--- config.mk ---
export PLATFORM = sky130hd
export DESIGN_NAME = sil_status
export DESIGN_NICKNAME = d
export VERILOG_FILES = /design/src/logic/sil_pkg.sv /design/src/logic/sil_status.sv /design/src/logic/sil_sync.sv /design/src/logic/sil_onehot.sv
export VERILOG_INCLUDE_DIRS = /design/src /design/src/logic
export SDC_FILE = /design/constraint.sdc
export NUM_CORES = 1
export LEC_CHECK = 0
export BUFFER_PORTS_ARGS = -buffer_cell sky130_fd_sc_hd__buf_2
export CAP_MARGIN = 20
export CORE_MARGIN = 2
export CORE_UTILIZATION = 53
export DETAILED_ROUTE_END_ITERATION = 12
export HOLD_SLACK_MARGIN = 0.05
export PLACE_DENSITY = 0.76
export SYNTH_ARGS = -nofsm -noshare
export SYNTH_HDL_FRONTEND = slang
export SYNTH_SLANG_ARGS = --single-unit
--- constraint.sdc ---
create_clock -name sys_clk -period 4.15 [get_ports sys_clk]
set_clock_uncertainty 0.2 [all_clocks]
set_input_delay 0.2075 -clock sys_clk [delete_from_list [all_inputs] [get_ports sys_clk]]
set_output_delay 0.2075 -clock sys_clk [all_outputs]
set_load 0.01 [all_outputs]
--- src/logic/sil_map.svh ---
// Offsets-free constant map for the SCSI ID and error LED block
`ifndef SIL_MAP_SVH
`define SIL_MAP_SVH

// ****************************************
// Timing (40 MHz system clock)
// ****************************************
`define SIL_CLK_HZ 40000000
`define SIL_T_ONE_MS 1000
`define SIL_T_ZERO_MS 500
`define SIL_T_GAP_MS 1000
`define SIL_T_BREAK_MS 2000
`define SIL_CYC(ms) ((`SIL_CLK_HZ / 1000) * (ms))

// ****************************************
// Error codes
// ****************************************
`define SIL_ERR_DMA 4'h0
`define SIL_ERR_CTL 4'h1
`define SIL_ERR_LOOP 4'h2
`define SIL_ERR_LOOP_DMA 4'h3
`define SIL_ERR_FLAG 4'h4
`define SIL_ERR_SEL_LOW 4'h5
`define SIL_ERR_OWN_ID 4'h6
`define SIL_ERR_MANY 4'h7
`define SIL_ERR_PARITY 4'h8
`define SIL_ERR_SEL_FLAG 4'h9

// ****************************************
// Field positions
// ****************************************
`define SIL_CODE_MSB 3
`define SIL_ID_W 3

`endif

--- src/logic/sil_pkg.sv ---
// Types for the SCSI ID and error LED block
package sil_pkg;
	typedef enum logic [2:0] {
		SIL_BOOT = 3'b000,
		SIL_RUN = 3'b001,
		SIL_DARK = 3'b010,
		SIL_GAP = 3'b011,
		SIL_BREAK = 3'b100
	} sil_led_e;
	typedef logic [3:0] sil_code_t;
endpackage

--- src/logic/sil_status.sv ---
// SCSI ID capture, selection checks and error LED blinker
`timescale 1ns/1ps
`include "sil_map.svh"
module sil_status import sil_pkg::*; #(
	parameter int unsigned ONE_CYC = `SIL_CYC(`SIL_T_ONE_MS),
	parameter int unsigned ZERO_CYC = `SIL_CYC(`SIL_T_ZERO_MS),
	parameter int unsigned GAP_CYC = `SIL_CYC(`SIL_T_GAP_MS),
	parameter int unsigned BREAK_CYC = `SIL_CYC(`SIL_T_BREAK_MS)
) (
	// Clock and reset
	input wire logic sys_clk,
	input wire logic srst,
	// Switch block pins, sw[3] is switch 1
	input wire logic [3:0] sw,
	// Diagnostics sequencer
	input wire logic diag_active,
	input wire logic diag_fail,
	input wire logic [1:0] diag_code,
	// Selection check, one-cycle strobe with bus snapshot
	input wire logic sel_check,
	input wire logic [7:0] sel_data,
	input wire logic sel_line,
	input wire logic flag_err,
	input wire logic enhanced,
	input wire logic parity_err,
	input wire logic sel_flag,
	// Results
	output logic [7:0] id_mask,
	output logic led_on,
	output logic err_active,
	output logic [3:0] err_code
);
	// ****************************************
	// Switch capture
	// ****************************************
	logic [3:0] sw_s;
	logic [7:0] mask_w;
	logic [2:0] id_r, id_nxt;
	logic [7:0] mask_r, mask_nxt;

	sil_sync #(.W(4)) u_sync (
		.sys_clk(sys_clk),
		.srst(srst),
		.din(sw),
		.dout(sw_s)
	);

	sil_onehot u_hot (
		.id(id_r),
		.mask(mask_w)
	);

	always_comb begin
		id_nxt = id_r;
		mask_nxt = mask_w;
		if (diag_active) begin
			id_nxt = sw_s[3:1];
		end
	end

	always_ff @(posedge sys_clk) begin
		if (srst) begin
			id_r <= 3'h0;
			mask_r <= 8'h01;
		end else begin
			id_r <= id_nxt;
			mask_r <= mask_nxt;
		end
	end

	// ****************************************
	// Fault detection
	// ****************************************
	function automatic logic [3:0] pop8(input logic [7:0] v);
		logic [3:0] n;
		n = 4'h0;
		for (int i = 0; i < 8; i++) begin
			n = n + {3'h0, v[i]};
		end
		return n;
	endfunction

	logic fault;
	sil_code_t fault_code;

	always_comb begin
		fault = 1'b0;
		fault_code = 4'h0;
		if (diag_active && diag_fail) begin
			fault = 1'b1;
			fault_code = {2'b00, diag_code};
		end else if (!diag_active && sel_check) begin
			fault = 1'b1;
			// Checks in the order the controller reports them
			if (!enhanced && flag_err) begin
				fault_code = `SIL_ERR_FLAG;
			end else if (!enhanced && !sel_line) begin
				fault_code = `SIL_ERR_SEL_LOW;
			end else if ((sel_data & mask_r) == 8'h00) begin
				fault_code = `SIL_ERR_OWN_ID;
			end else if (pop8(sel_data) > 4'h2) begin
				fault_code = `SIL_ERR_MANY;
			end else if (enhanced && parity_err) begin
				fault_code = `SIL_ERR_PARITY;
			end else if (enhanced && !sel_flag) begin
				fault_code = `SIL_ERR_SEL_FLAG;
			end else begin
				fault = 1'b0;
			end
		end
	end

	// ****************************************
	// LED sequencer
	// ****************************************
	sil_led_e st_r, st_nxt;
	logic [31:0] cnt_r, cnt_nxt;
	logic [1:0] bit_r, bit_nxt;
	sil_code_t code_r, code_nxt;
	logic led_r, led_nxt;
	logic err_r, err_nxt;

	function automatic logic [31:0] dark_len(input logic b);
		return b ? 32'(ONE_CYC) : 32'(ZERO_CYC);
	endfunction

	always_comb begin
		st_nxt = st_r;
		cnt_nxt = cnt_r;
		bit_nxt = bit_r;
		code_nxt = code_r;
		err_nxt = err_r;
		unique case (st_r)
			SIL_BOOT: begin
				st_nxt = SIL_RUN;
			end
			SIL_RUN: begin
				if (fault) begin
					// Latched once, only reset leaves error signalling
					code_nxt = fault_code;
					err_nxt = 1'b1;
					bit_nxt = 2'd3;
					cnt_nxt = dark_len(fault_code[`SIL_CODE_MSB]) - 32'd1;
					st_nxt = SIL_DARK;
				end
			end
			SIL_DARK: begin
				if (cnt_r == 32'd0) begin
					if (bit_r == 2'd0) begin
						cnt_nxt = 32'(BREAK_CYC) - 32'd1;
						st_nxt = SIL_BREAK;
					end else begin
						cnt_nxt = 32'(GAP_CYC) - 32'd1;
						st_nxt = SIL_GAP;
					end
				end else begin
					cnt_nxt = cnt_r - 32'd1;
				end
			end
			SIL_GAP: begin
				if (cnt_r == 32'd0) begin
					bit_nxt = bit_r - 2'd1;
					cnt_nxt = dark_len(code_r[bit_r - 2'd1]) - 32'd1;
					st_nxt = SIL_DARK;
				end else begin
					cnt_nxt = cnt_r - 32'd1;
				end
			end
			SIL_BREAK: begin
				if (cnt_r == 32'd0) begin
					bit_nxt = 2'd3;
					cnt_nxt = dark_len(code_r[`SIL_CODE_MSB]) - 32'd1;
					st_nxt = SIL_DARK;
				end else begin
					cnt_nxt = cnt_r - 32'd1;
				end
			end
			default: begin
				st_nxt = SIL_RUN;
			end
		endcase
		led_nxt = (st_nxt != SIL_DARK);
	end

	always_ff @(posedge sys_clk) begin
		if (srst) begin
			st_r <= SIL_BOOT;
			cnt_r <= 32'd0;
			bit_r <= 2'd0;
			code_r <= 4'h0;
			led_r <= 1'b1;
			err_r <= 1'b0;
		end else begin
			st_r <= st_nxt;
			cnt_r <= cnt_nxt;
			bit_r <= bit_nxt;
			code_r <= code_nxt;
			led_r <= led_nxt;
			err_r <= err_nxt;
		end
	end

	assign id_mask = mask_r;
	assign led_on = led_r;
	assign err_active = err_r;
	assign err_code = code_r;

	// ****************************************
	// Checks
	// ****************************************
	property p_onehot;
		@(posedge sys_clk) disable iff (srst)
		##1 (mask_r == (8'h01 << $past(id_r)));
	endproperty
	a_onehot: assert property (p_onehot) else $error("id mask not one-hot of id");

	property p_id_frozen;
		@(posedge sys_clk) disable iff (srst)
		!diag_active |=> $stable(id_r);
	endproperty
	a_id_frozen: assert property (p_id_frozen) else $error("id changed after diagnostics");

	property p_id_take;
		@(posedge sys_clk) disable iff (srst)
		diag_active |=> (id_r == $past(sw_s[3:1]));
	endproperty
	a_id_take: assert property (p_id_take) else $error("id not from switches 1 to 3");

	property p_sticky;
		@(posedge sys_clk) disable iff (srst)
		err_r |=> (err_r && $stable(code_r));
	endproperty
	a_sticky: assert property (p_sticky) else $error("error signalling stopped");

	property p_lit_ok;
		@(posedge sys_clk) disable iff (srst)
		!err_r |-> led_r;
	endproperty
	a_lit_ok: assert property (p_lit_ok) else $error("led dark without error");

	property p_start;
		@(posedge sys_clk) disable iff (srst)
		(st_r == SIL_RUN && fault) |=> (err_r && !led_r && bit_r == 2'd3);
	endproperty
	a_start: assert property (p_start) else $error("fault did not start msb dark");

	property p_diag_code;
		@(posedge sys_clk) disable iff (srst)
		(st_r == SIL_RUN && diag_active && diag_fail) |=> (code_r[3:2] == 2'b00);
	endproperty
	a_diag_code: assert property (p_diag_code) else $error("diagnostic code above 3");

	property p_many;
		@(posedge sys_clk) disable iff (srst)
		(st_r == SIL_RUN && !diag_active && sel_check && (enhanced || (!flag_err && sel_line))
		 && (sel_data & mask_r) != 8'h00 && pop8(sel_data) > 4'h2)
		|=> (code_r == `SIL_ERR_MANY);
	endproperty
	a_many: assert property (p_many) else $error("too many bus bits not code 7");

	property p_gap_len;
		@(posedge sys_clk) disable iff (srst)
		(st_r == SIL_DARK && cnt_r == 32'd0 && bit_r != 2'd0) |=> led_r [*2];
	endproperty
	a_gap_len: assert property (p_gap_len) else $error("gap shorter than expected");

	property p_dark_hold;
		@(posedge sys_clk) disable iff (srst)
		(st_r == SIL_RUN && fault) |=> (!led_r) [*2];
	endproperty
	a_dark_hold: assert property (p_dark_hold) else $error("first dark too short");

	property p_break_len;
		@(posedge sys_clk) disable iff (srst)
		(st_r == SIL_DARK && cnt_r == 32'd0 && bit_r == 2'd0) |=> led_r [*2];
	endproperty
	a_break_len: assert property (p_break_len) else $error("break too short");

	property p_own_id;
		@(posedge sys_clk) disable iff (srst)
		(st_r == SIL_RUN && !diag_active && sel_check && (enhanced || (!flag_err && sel_line))
		 && (sel_data & mask_r) == 8'h00)
		|=> (code_r == `SIL_ERR_OWN_ID);
	endproperty
	a_own_id: assert property (p_own_id) else $error("own id bit missing not code 6");

	// Enhanced part leaves the basic flag and select line unread
	property p_enh_pass;
		@(posedge sys_clk) disable iff (srst)
		(st_r == SIL_RUN && !diag_active && sel_check && enhanced && !parity_err && sel_flag
		 && (sel_data & mask_r) != 8'h00 && pop8(sel_data) <= 4'h2)
		|=> !err_r;
	endproperty
	a_enh_pass: assert property (p_enh_pass) else $error("enhanced pass flagged");

	property p_diag_quiet;
		@(posedge sys_clk) disable iff (srst)
		(st_r == SIL_RUN && diag_active && !diag_fail) |=> !err_r;
	endproperty
	a_diag_quiet: assert property (p_diag_quiet) else $error("diag pass set error");

	c_diag: cover property (@(posedge sys_clk) disable iff (srst)
		st_r == SIL_RUN && fault && diag_active);
	c_sel: cover property (@(posedge sys_clk) disable iff (srst)
		st_r == SIL_RUN && fault && !diag_active);
	c_enh: cover property (@(posedge sys_clk) disable iff (srst)
		st_r == SIL_RUN && fault && enhanced && !diag_active);
	c_gap: cover property (@(posedge sys_clk) disable iff (srst)
		st_r == SIL_GAP && cnt_r == 32'd0);
	c_break: cover property (@(posedge sys_clk) disable iff (srst)
		st_r == SIL_BREAK && cnt_r == 32'd0);
endmodule

--- src/logic/sil_sync.sv ---
// Three-stage input synchroniser with agreement filter
`timescale 1ns/1ps
module sil_sync #(
	parameter int W = 1
) (
	// Clock and reset
	input wire logic sys_clk,
	input wire logic srst,
	// Data
	input wire logic [W-1:0] din,
	output logic [W-1:0] dout
);
	logic [W-1:0] s1_r, s2_r, s3_r, out_r;
	logic [W-1:0] out_nxt;

	always_comb begin
		out_nxt = out_r;
		// First stage is read only by the second
		if (s2_r == s3_r) begin
			out_nxt = s3_r;
		end
	end

	always_ff @(posedge sys_clk) begin
		if (srst) begin
			s1_r <= '0;
			s2_r <= '0;
			s3_r <= '0;
			out_r <= '0;
		end else begin
			s1_r <= din;
			s2_r <= s1_r;
			s3_r <= s2_r;
			out_r <= out_nxt;
		end
	end

	assign dout = out_r;
endmodule

--- src/logic/sil_onehot.sv ---
// Three-bit ID to eight-bit one-hot pattern
`timescale 1ns/1ps
module sil_onehot (
	// Number in
	input wire logic [2:0] id,
	// Pattern out
	output logic [7:0] mask
);
	always_comb begin
		mask = 8'h01 << id;
	end
endmodule

==> impl_summary.log, run 1 <==
[metrics] net load switching power: 0.000755 W
[metrics] maximum vdd ir drop: 0.277 mV
[metrics] area of the core: 6790 um^2
[metrics] met3 usage: 0.0471
[metrics] overall fraction of global-route tracks in use: 0.256
[metrics] leftover overflow at the end of global routing: 0
[metrics] wire length of the first global-routing pass: 15500 um
[metrics] crit path capture type: register
[metrics] Fin. Hold Viols: 0
[metrics] EDFF count, synth: 0
[metrics] DP HPWL: 6480 um
[metrics] H-tree depth: 3
[metrics] pins over their slew limit: 0
[metrics] number of CTS-inserted buffers: 9
[metrics] clock tree from TritonCTS: built
[metrics] number of warnings issued by yosys: 0
[metrics] DRT antenna net count: 0
[metrics] DRC violation total after the first TritonRoute iteration: 310
[metrics] GRT met1 Usage: 0.353
[metrics] quantity of I/O buffers inserted on ports: 37
[metrics] worst setup slack after layout: -0.000293 ns
[metrics] commonest non-fill, non-tap cells in the layout: 69 x sky130_fd_sc_hd__dfxtp_1, 45 x sky130_fd_sc_hd__nor2_1, 36 x sky130_fd_sc_hd__buf_2
[metrics] number of failing setup endpoints in the final timing report: 1
[metrics] count of maximum capacitance violations: 0
[metrics] leakage power of the design: 1.78 nW
[metrics] utilization after layout: 0.673
[metrics] Post-Layout Inst Area: 4580 um^2
[metrics] via-per-instance ratio: 6.09
[metrics] critical-path maximum fanout: 6
[metrics] Mapped Area: 3720 um^2
[metrics] fraction of the yosys area taken by sequential cells: 0.371
[metrics] DRT Pass-1 Iters: 4
[metrics] portion of total power attributed to the clock network: 0.282
[metrics] category of the most critical setup path: in -> reg
[metrics] number of global-route vias before repair: 3268
[metrics] count of buffers added by post-CTS timing repair for setup: 0
[metrics] shortest period the worst path allows: 4.15 ns
[metrics] Switching Share: 0.369
[metrics] Bufs on Longest Clock Path: 2
[metrics] Tightest Pin Transition: 0.914 ns
[metrics] predominant post-synthesis flop cell: sky130_fd_sc_hd__dfxtp_1
[metrics] filler instances: 569
[metrics] clock slew at reported path FFs: 0.09 ns
[metrics] DR WL/cell: 16.2 um
[metrics] unrepaired setup endpoints after global routing: true
[metrics] met2 track demand over resource in global routing: 0.394
[metrics] layout cell share with drive strength beyond 1: 0.240
[metrics] std cell rows: 30
[metrics] share of the clock period used by the worst path after layout: 1.00
[metrics] RD Place Congestion: 0.919
[metrics] die span in x: 87.8 um
[metrics] type of element launching the critical path: primary input
[metrics] internal power: 0.00129 W
[metrics] post-synthesis cell type count: 66
[metrics] Area Growth Syn to Fin: 22.8%
[metrics] slew margin rel.: 0.386
[metrics] I/O pin cnt: 38
[metrics] total clock sinks: 69
[metrics] Antenna diodes: 0
[metrics] HP Class: in -> reg
[metrics] Die Footprint: 7710 um^2
[metrics] placed inst area: 4090 um^2
[metrics] result of the run: finished, violations left
[metrics] total nets after synthesis: 479
[metrics] critical path data required time: 4.21 ns
[metrics] largest net degree at the start of global routing: 46
[metrics] sum of internal, switching and leakage power: 0.00205 W
[metrics] Synth Register Bits: 69
[metrics] Initial Utilization: 0.548
[metrics] most utilized layer in the global route result: met2
[metrics] synthesized area per cell: 8.37 um^2
[metrics] overall die height: 87.8 um
[metrics] violated checks: negative setup slack
[metrics] total routed wirelength: 9650 um
[metrics] most common cell after layout, fill and taps aside: sky130_fd_sc_hd__dfxtp_1
[metrics] Max Fclk: 0.241 GHz
[metrics] final layout net count: 528
[metrics] worst skew pair latency: 0.36 ns
[metrics] antenna violations before repair: 0
[metrics] arrival time worst endpoint: 4.21 ns
[metrics] P per Cell Area: 447 nW/um^2
[metrics] logic gate share of total power: 0.338
[metrics] share of async-settable or async-resettable flops after synthesis: 0
[metrics] Via Count: 3622
[metrics] sequential group share of total power: 0.380
[metrics] # DRC: 0
[metrics] synthesized instance count: 445
[metrics] clock tree root buffer cell: sky130_fd_sc_hd__clkbuf_8
-- power groups by stage --
stage	logic (W)	clock network, W	registers [W]
2_1_floorplan	0.000456	0	0.000771
3_3_place_gp	0.000581	0	0.000785
3_5_place_dp	0.000597	0	0.000787
4_1_cts	0.000606	0.000584	0.000772
5_1_grt	0.000758	0.000607	0.000785
6_report	0.000692	0.000577	0.000777
-- state kept, by name, indices dropped and copies added, names as in the netlist, 3 cells and up --
signal,cells
err_code,4
u_sync.s3_r,4
cnt_r,32
id_mask,8
st_r,3
u_sync.s2_r,4
u_sync.s1_r,4
id_r,3
u_sync.dout,3
-- cell families (layout without fill, tap and decap cells) --
| family | count (synthesis) | after routing | synth area share |
|---|---|---|---|
| compound gates | 125 | 125 | 0.232 |
| xor+xnor | 11 | 11 | 0.0259 |
| fa+ha+maj | 10 | 10 | 0.0417 |
| buf+inv | 48 | 102 | 0.0490 |
| flops | 69 | 69 | 0.371 |
| mux | 9 | 9 | 0.0279 |
| simple gates | 173 | 173 | 0.253 |
-- cells in the mapped netlist (all sizes together), types with 2 or more instances --
library cell / count / area share
ha: 6 / 0.020
o211a: 2 / 0.0054
nand2: 18 / 0.018
a211o: 2 / 0.0047
nand3: 7 / 0.0094
o21ai: 19 / 0.026
a21o: 3 / 0.0060
nand2b: 9 / 0.015
a22oi: 4 / 0.0081
nor4: 10 / 0.018
a21oi: 32 / 0.043
and2: 3 / 0.0050
nand3b: 2 / 0.0040
nor2: 50 / 0.050
inv: 25 / 0.025
fa: 4 / 0.021
dfxtp: 69 / 0.37
nor3b: 3 / 0.0060
or3b: 2 / 0.0047
clkbuf: 19 / 0.019
nand4: 3 / 0.0050
o31ai: 5 / 0.011
o22ai: 7 / 0.012
a311oi: 8 / 0.019
or2: 4 / 0.0067
a221oi: 5 / 0.013
o31a: 3 / 0.0071
xnor2: 8 / 0.019
o21a: 2 / 0.0040
or3: 10 / 0.017
a31oi: 6 / 0.010
nor3: 20 / 0.031
xor2: 3 / 0.0071
o32ai: 2 / 0.0047
or4: 10 / 0.021
nor2b: 16 / 0.027
a41oi: 2 / 0.0047
a211oi: 13 / 0.029
nor4b: 2 / 0.0047
buf: 4 / 0.0047
mux2i: 7 / 0.019
-- path summary, 6_finish.rpt --
path / from / endpoint / slack [ns] / depth (start not counted)
max: sel_data[0] / cnt_r[18]$_SDFFE_PP0P_ / -0.0003 / 15
min: diag_code[0] / err_code[0]$_SDFFE_PP0P_ / 0.10 / 3
max reg2reg: cnt_r[27]$_SDFFE_PP0P_ / cnt_r[18]$_SDFFE_PP0P_ / 0.79 / 6
min reg2reg: u_sync.s1_r[1]$_SDFF_PP0_ / u_sync.s2_r[1]$_SDFF_PP0_ / 0.24 / 1
-- routing by layer --
layer / wire [um] / up-vias
met3: 630 / 21
met1: 4350 / 1718
met2: 4480 / 137
li1: - / 1746
met4: 180 / 0
met5: 0 / -
-- critical path: stages --
cell and delay [ns]:
sky130_fd_sc_hd__buf_6 0.10, sky130_fd_sc_hd__fa_1 0.52, sky130_fd_sc_hd__inv_1 0.05, sky130_fd_sc_hd__fa_1 0.49
sky130_fd_sc_hd__fa_1 0.41, sky130_fd_sc_hd__inv_1 0.07, sky130_fd_sc_hd__ha_2 0.18, sky130_fd_sc_hd__inv_2 0.04
sky130_fd_sc_hd__fa_2 0.33, sky130_fd_sc_hd__a211o_1 0.27, sky130_fd_sc_hd__a221o_1 0.34, sky130_fd_sc_hd__or3_4 0.42
sky130_fd_sc_hd__o31a_4 0.35, sky130_fd_sc_hd__clkbuf_16 0.18, sky130_fd_sc_hd__a221oi_2 0.26
-- through the flow --
stage / hold WS [ns] / setup TNS (ns) / setup WS, ns / instances
after CTS: 0.0855 / 0 / 0.0223 / 591
after detailed placement: 0.228 / -11.02 / -0.352 / 569
final: 0.102 / -0.000293 / -0.000293 / 595
after global routing: 0.0836 / -1.35 / -0.112 / 595
after floorplan: 0.136 / -2.57 / -0.133 / 445
after global placement: 0.215 / -8.90 / -0.271 / 569
-- timing repair --
action,4_1_cts,5_1_grt
setup endpoints to repair,0,36
endpoints found under the hold margin,8,0
gates resized for setup,0,38
hold buffers,6,0
-- area by class of cell --
type	count	area, um^2	share of cell area
repair buffers	61	450	0.0984
clock buffers	9	124	0.0271
multi-input cells	328	2330	0.509
well taps	96	120	0.0263
inverters	25	93.8	0.0205
clock inverters	7	78.8	0.0172
flip-flops and latches	69	1380	0.302
(Power assumes the default switching activity.)
==> run 2: changes to the inputs <==
--- a/config.mk
+++ b/config.mk
@@ -8,11 +8,12 @@
 export LEC_CHECK = 0
 export BUFFER_PORTS_ARGS = -buffer_cell sky130_fd_sc_hd__buf_2
 export CAP_MARGIN = 20
-export CORE_MARGIN = 2
 export CORE_UTILIZATION = 53
 export DETAILED_ROUTE_END_ITERATION = 12
+export GPL_ROUTABILITY_DRIVEN = 0
 export HOLD_SLACK_MARGIN = 0.05
 export PLACE_DENSITY = 0.76
+export SKIP_CTS_REPAIR_TIMING = 1
 export SYNTH_ARGS = -nofsm -noshare
 export SYNTH_HDL_FRONTEND = slang
 export SYNTH_SLANG_ARGS = --single-unit
==> run 2 against run 1 <==
Effect of this change: the flow still finishes with violations (negative setup slack); count of clock-buffer cells in the layout increased by 1; core utilization fell by 0.79 points; critical path depth is 2 higher; clock power shrank 9.5%; sequential share of layout area increased by 0.36 points; via count increased by 0.25%; fmax fell by 0.12%; final cell count grew 0.50%; setup slack lost 0.0051 ns; global-route usage rose by 0.52 points; critical path type unchanged; critical endpoint is now cnt_r[20]$_SDFFE_PP0P_.
==> impl_summary.log, run 2 (synthesis gave the netlist of run 1 again) <==
[metrics] register with the highest flop count: cnt_r
[metrics] capturing point of the worst reg2reg path: cnt_r[23]$_SDFFE_PP0P_
[metrics] most common cell after layout, fill and taps aside: sky130_fd_sc_hd__dfxtp_1
[metrics] clock tree from TritonCTS: built
[metrics] Bufs on Longest Clock Path: 2
[metrics] Post-Layout Inst Area: 4520 um^2
[metrics] slew margin rel.: 0.443
[metrics] Via Count: 3631
[metrics] arrival time worst endpoint: 4.25 ns
[metrics] FF-to-FF setup slack: 0.97 ns
[metrics] H-tree depth: 3
[metrics] series of cell instances along the critical path: buf_6, fa_1, inv_1, fa_1, fa_1, inv_1, ha_2, inv_2, fa_2, a211o_1, a221o_1, or3_4, o31ai_4, buf_4, buf_12, o22ai_4, a211oi_2
[metrics] placed inst area: 4100 um^2
[metrics] largest net degree at the start of global routing: 37
[metrics] maximum vdd ir drop: 0.301 mV
[metrics] Buf+Inv Stages, Crit Path: 6
[metrics] hold path depth: 3
[metrics] HP Class: in -> reg
[metrics] unrepaired setup endpoints after global routing: true
[metrics] shortest period the worst path allows: 4.16 ns
[metrics] I/O pin cnt: 38
[metrics] std cell rows: 30
[metrics] aggregate negative setup slack: -0.00731 ns
[metrics] kind of cell with the highest combined delay on the critical path: adder cells
[metrics] Max Fclk: 0.241 GHz
[metrics] share of the clock period used by the worst path after layout: 1.00
[metrics] critical path's slowest cell: sky130_fd_sc_hd__fa_1
[metrics] Tightest Pin Transition: 0.834 ns
[metrics] DRC violation total after the first TritonRoute iteration: 249
[metrics] die span in x: 85.8 um
[metrics] length of routed met3 wiring: 501 um
[metrics] P per Cell Area: 438 nW/um^2
[metrics] leftover overflow at the end of global routing: 0
[metrics] number of CTS-inserted buffers: 9
[metrics] total clock sinks: 69
[metrics] critical path data required time: 4.24 ns
[metrics] leakage power of the design: 1.76 nW
[metrics] critical-path maximum fanout: 8
[metrics] number of failing setup endpoints in the final timing report: 2
[metrics] DR WL/cell: 16.2 um
[metrics] DP HPWL: 6520 um
[metrics] max reg flops: 32
[metrics] slowest stage delay, CP: 0.53 ns
[metrics] clock tree root buffer cell: sky130_fd_sc_hd__clkbuf_8
[metrics] clock slew at reported path FFs: 0.08 ns
[metrics] category of the most critical setup path: in -> reg
[metrics] quantity of I/O buffers inserted on ports: 37
[metrics] Area Growth Syn to Fin: 21.4%
[metrics] Initial Utilization: 0.548
[metrics] Fin. Hold Viols: 0
[metrics] detailed route wirelength on metal2: 4610 um
[metrics] total routed wirelength: 9700 um
[metrics] pins over their slew limit: 0
[metrics] result of the run: finished, violations left
[metrics] worst setup slack after layout: -0.00538 ns
[metrics] min-delay src: diag_code[0]
[metrics] final layout net count: 531
[metrics] via-per-instance ratio: 6.07
[metrics] # DRC: 0
[metrics] uppermost metal layer occupied by signal nets: met4
[metrics] type of element launching the critical path: primary input
[metrics] post-route met1 wirelength: 4300 um
[metrics] Endpoint, Worst Hold: err_code[0]$_SDFFE_PP0P_
[metrics] Crit Reg-Reg Startpoint: cnt_r[20]$_SDFFE_PP0P_
[metrics] overall fraction of global-route tracks in use: 0.261
[metrics] antenna violations before repair: 0
[metrics] violated checks: negative setup slack
[metrics] crit path capture type: register
[metrics] area of the core: 6790 um^2
[metrics] cell seen most often among critical-path stages: sky130_fd_sc_hd__fa_1
[metrics] count of maximum capacitance violations: 0
[metrics] number of global-route vias before repair: 3168
[metrics] worst skew pair latency: 0.36 ns
[metrics] number of cells on the worst reg-to-reg path: 6
[metrics] DRT Pass-1 Iters: 6
[metrics] Die Footprint: 7370 um^2
[metrics] DRT antenna net count: 0
[metrics] wire length of the first global-routing pass: 15000 um
[metrics] layout cell share with drive strength beyond 1: 0.229
[metrics] Antenna diodes: 0
[metrics] commonest non-fill, non-tap cells in the layout: 69 x sky130_fd_sc_hd__dfxtp_1, 48 x sky130_fd_sc_hd__nor2_1, 36 x sky130_fd_sc_hd__buf_2
[metrics] overall die height: 85.8 um
## run 2: how the worst max path moves through the flow
| stage | from | end | slack, ns | depth (start not counted) |
|---|---|---|---|---|
| detailed placement | sel_data[0] | cnt_r[28]$_SDFFE_PP0P_ | -0.43 | 15 |
| global route | sel_data[0] | cnt_r[26]$_SDFFE_PP0P_ | -0.13 | 17 |
| finish | sel_data[0] | cnt_r[20]$_SDFFE_PP0P_ | -0.005 | 17 |
| CTS | sel_data[0] | cnt_r[20]$_SDFFE_PP0P_ | -0.03 | 16 |
| global placement | sel_data[0] | cnt_r[5]$_SDFFE_PP0P_ | -0.27 | 16 |
| floorplan | sel_data[0] | cnt_r[10]$_SDFFE_PP0P_ | -0.13 | 15 |
## run 2: layout make-up
type,instances,area (um^2)
Clock buffer,10,138
Clock inverter,6,46.3
Fill cell,567,2270
Inverter,25,93.8
Multi-Input combinational cell,328,2290
Sequential cell,69,1380
Tap cell,96,120
Timing Repair Buffer,64,452
## run 2: per-layer routing
| layer | vias to the layer above | GRT usage |
|---|---|---|
| li1 | 1746 | - |
| met1 | 1720 | 0.351 |
| met2 | 133 | 0.409 |
| met3 | 32 | 0.0414 |
| met4 | 0 | 0.127 |
| met5 | - | 0 |
## run 2: tightest hold or removal path, stage by stage
cell and delay, ns:
sky130_fd_sc_hd__buf_2 0.08, sky130_fd_sc_hd__a32oi_1 0.07, sky130_fd_sc_hd__a211oi_1 0.24
## run 2: power by group
group	leakage [nW]	switching, W	internal (W)	total, W
Sequential	0.564	0.0000607	0.000716	0.000777
Clock	0.0893	0.000285	0.000237	0.000522
Combinational	1.10	0.000398	0.000286	0.000684
Total	1.76	0.000744	0.00124	0.00198
## run 2: metrics by stage
| step | power [W] | cells | setup slack, ns | utilization | hold slack, ns |
|---|---|---|---|---|---|
| finish | 0.00198 | 598 | -0.00538 | 0.666 | 0.0836 |
| global route | 0.00208 | 598 | -0.130 | 0.666 | 0.127 |
| CTS | 0.00191 | 586 | -0.0272 | 0.630 | -0.159 |
| detailed placement | 0.00139 | 570 | -0.428 | 0.603 | 0.222 |
| global placement | 0.00137 | 570 | -0.270 | 0.603 | 0.215 |
| floorplan | 0.00123 | 445 | -0.133 | - | 0.136 |
==> run 3: changes to the inputs <==
--- a/config.mk
+++ b/config.mk
@@ -13,6 +13,7 @@
 export GPL_ROUTABILITY_DRIVEN = 0
 export HOLD_SLACK_MARGIN = 0.05
 export PLACE_DENSITY = 0.76
+export SETUP_SLACK_MARGIN = 0.5
 export SKIP_CTS_REPAIR_TIMING = 1
 export SYNTH_ARGS = -nofsm -noshare
 export SYNTH_HDL_FRONTEND = slang
==> run 3 against run 2 <==
Effect of this change: the run now ends clean; die area unchanged; sequential cell count unchanged; setup slack improved by 0.018 ns; cell area decreased by 1.8%; count of clock-buffer cells in the layout decreased by 1; via count decreased by 1.8%; power increased by 1.5%; critical path type unchanged; critical endpoint is now cnt_r[16]$_SDFFE_PP0P_.
==> impl_summary.log, run 3 (synthesis gave the netlist of run 1 again) <==
[metrics] pins over their slew limit: 0
[metrics] std cell rows: 30
[metrics] DR WL/cell: 16.3 um
[metrics] wire length of the first global-routing pass: 15600 um
[metrics] shortest period the worst path allows: 4.14 ns
[metrics] crit path capture type: register
[metrics] FF-to-FF setup slack: 0.82 ns
[metrics] DP HPWL: 6570 um
[metrics] slew margin rel.: 0.304
[metrics] overall die height: 85.8 um
[metrics] Max Fclk: 0.242 GHz
[metrics] largest net degree at the start of global routing: 44
[metrics] via-per-instance ratio: 6.02
[metrics] area of the core: 6790 um^2
[metrics] worst skew pair latency: 0.35 ns
[metrics] layout cell share with drive strength beyond 1: 0.208
[metrics] critical-path maximum fanout: 13
[metrics] DRT antenna net count: 0
[metrics] commonest non-fill, non-tap cells in the layout: 69 x sky130_fd_sc_hd__dfxtp_1, 49 x sky130_fd_sc_hd__nor2_1, 36 x sky130_fd_sc_hd__buf_2
[metrics] share of the clock period used by the worst path after layout: 0.997
[metrics] Fin. Hold Viols: 0
[metrics] Tightest Pin Transition: 1.04 ns
[metrics] maximum vdd ir drop: 0.195 mV
[metrics] Initial Utilization: 0.548
[metrics] max reg flops: 32
[metrics] clock tree root buffer cell: sky130_fd_sc_hd__clkbuf_8
[metrics] pre-CTS setup slack: -0.354 ns
[metrics] die span in x: 85.8 um
[metrics] HP Class: in -> reg
[metrics] sum of internal, switching and leakage power: 0.00201 W
[metrics] number of global-route vias before repair: 3219
[metrics] critical path's slowest cell: sky130_fd_sc_hd__fa_1
[metrics] number of failing setup endpoints in the final timing report: 0
[metrics] number of CTS-inserted buffers: 9
[metrics] series of cell instances along the critical path: buf_6, fa_1, inv_1, fa_1, fa_1, inv_1, ha_2, inv_2, fa_2, a211o_1, a221o_1, or3_4, o31a_1, buf_6, nand2b_1, o22ai_1
[metrics] Die Footprint: 7370 um^2
[metrics] P per Cell Area: 453 nW/um^2
[metrics] overall fraction of global-route tracks in use: 0.270
[metrics] count of maximum capacitance violations: 0
[metrics] clock tree from TritonCTS: built
[metrics] DRC violation total after the first TritonRoute iteration: 338
[metrics] total clock sinks: 69
[metrics] total routed wirelength: 9640 um
[metrics] Antenna diodes: 0
[metrics] unrepaired setup endpoints after global routing: true
[metrics] Via Count: 3565
[metrics] final layout net count: 526
[metrics] quantity of I/O buffers inserted on ports: 37
[metrics] critical path data required time: 4.14 ns
[metrics] result of the run: completed
[metrics] Bufs on Longest Clock Path: 2
[metrics] # DRC: 0
[metrics] I/O pin cnt: 38
[metrics] H-tree depth: 3
[metrics] slowest stage delay, CP: 0.52 ns
[metrics] category of the most critical setup path: in -> reg
[metrics] cell seen most often among critical-path stages: sky130_fd_sc_hd__fa_1
[metrics] leftover overflow at the end of global routing: 0
[metrics] leakage power of the design: 1.72 nW
[metrics] type of element launching the critical path: primary input
[metrics] arrival time worst endpoint: 4.13 ns
[metrics] register with the highest flop count: cnt_r
[metrics] Area Growth Syn to Fin: 19.2%
[metrics] antenna violations before repair: 0
[metrics] most common cell after layout, fill and taps aside: sky130_fd_sc_hd__dfxtp_1
[metrics] clock slew at reported path FFs: 0.07 ns
[metrics] worst setup slack after layout: 0.0131 ns
[metrics] DRT Pass-1 Iters: 5
## run 3: changes by cell type in the layout (fill, tap and decap cells not counted), moves of 2 or more
cell                        previous run  this run
sky130_fd_sc_hd__bufinv_16             0         2
sky130_fd_sc_hd__buf_6                 1         6
sky130_fd_sc_hd__buf_12                2         0
sky130_fd_sc_hd__buf_4                18        12
sky130_fd_sc_hd__a311oi_2              4         1
sky130_fd_sc_hd__o21ai_1               6         2
sky130_fd_sc_hd__o21ai_0              13        15
sky130_fd_sc_hd__inv_6                 2         0
sky130_fd_sc_hd__a311oi_1              4         7
sky130_fd_sc_hd__nor2_2                2         0
## run 3: final timing paths
check                                  from                   endpoint  cells after the start
setup / recovery                sel_data[0]     cnt_r[16]$_SDFFE_PP0P_                     16
hold / removal                  diag_active       id_r[0]$_SDFFE_PP0P_                      3
setup reg to reg     cnt_r[27]$_SDFFE_PP0P_      cnt_r[9]$_SDFFE_PP0P_                      6
hold reg to reg   u_sync.s1_r[3]$_SDFF_PP0_  u_sync.s2_r[3]$_SDFF_PP0_                      1
## run 3: power breakdown
group	switching (W)	internal (W)
Sequential	0.0000604	0.000716
Combinational	0.000385	0.000260
Clock	0.000256	0.000334
Total	0.000702	0.00131
## run 3: cell type report
type | count | area (um^2)
fillers | 575 | 2350
multi-input cells | 328 | 2240
clock inverters | 6 | 88.8
clock buffers | 9 | 124
repair buffers | 59 | 388
inverters | 25 | 93.8
flip-flops and latches | 69 | 1380
well taps | 96 | 120
## run 3: worst max-delay path: cells and delay by family
family | cells | cell delay, ns
adders and majority gates | 5 | 1.93
AOI/OAI and AO/OA | 4 | 1.02
buffers and inverters | 5 | 0.44
and+or+nand+nor | 2 | 0.53
## run 3: through the flow
step | util | area [um^2] | cells | setup TNS (ns) | hold slack, ns
finish | 0.653 | 4440 | 592 | 0 | 0.0750
global route | 0.653 | 4440 | 592 | -1.57 | 0.0904
CTS | 0.632 | 4290 | 586 | -0.0108 | -0.152
detailed placement | 0.601 | 4080 | 571 | -11.66 | 0.219
global placement | 0.601 | 4080 | 571 | -9.77 | 0.214
floorplan | - | 3770 | 445 | -2.56 | 0.136
## run 3: routing by layer
metal | vias to the layer above | track usage | routed length (um)
li1 | 1743 | - | -
met1 | 1665 | 0.367 | 4320
met2 | 140 | 0.428 | 4440
met3 | 17 | 0.0539 | 708
met4 | 0 | 0.0939 | 163
met5 | - | 0 | 0
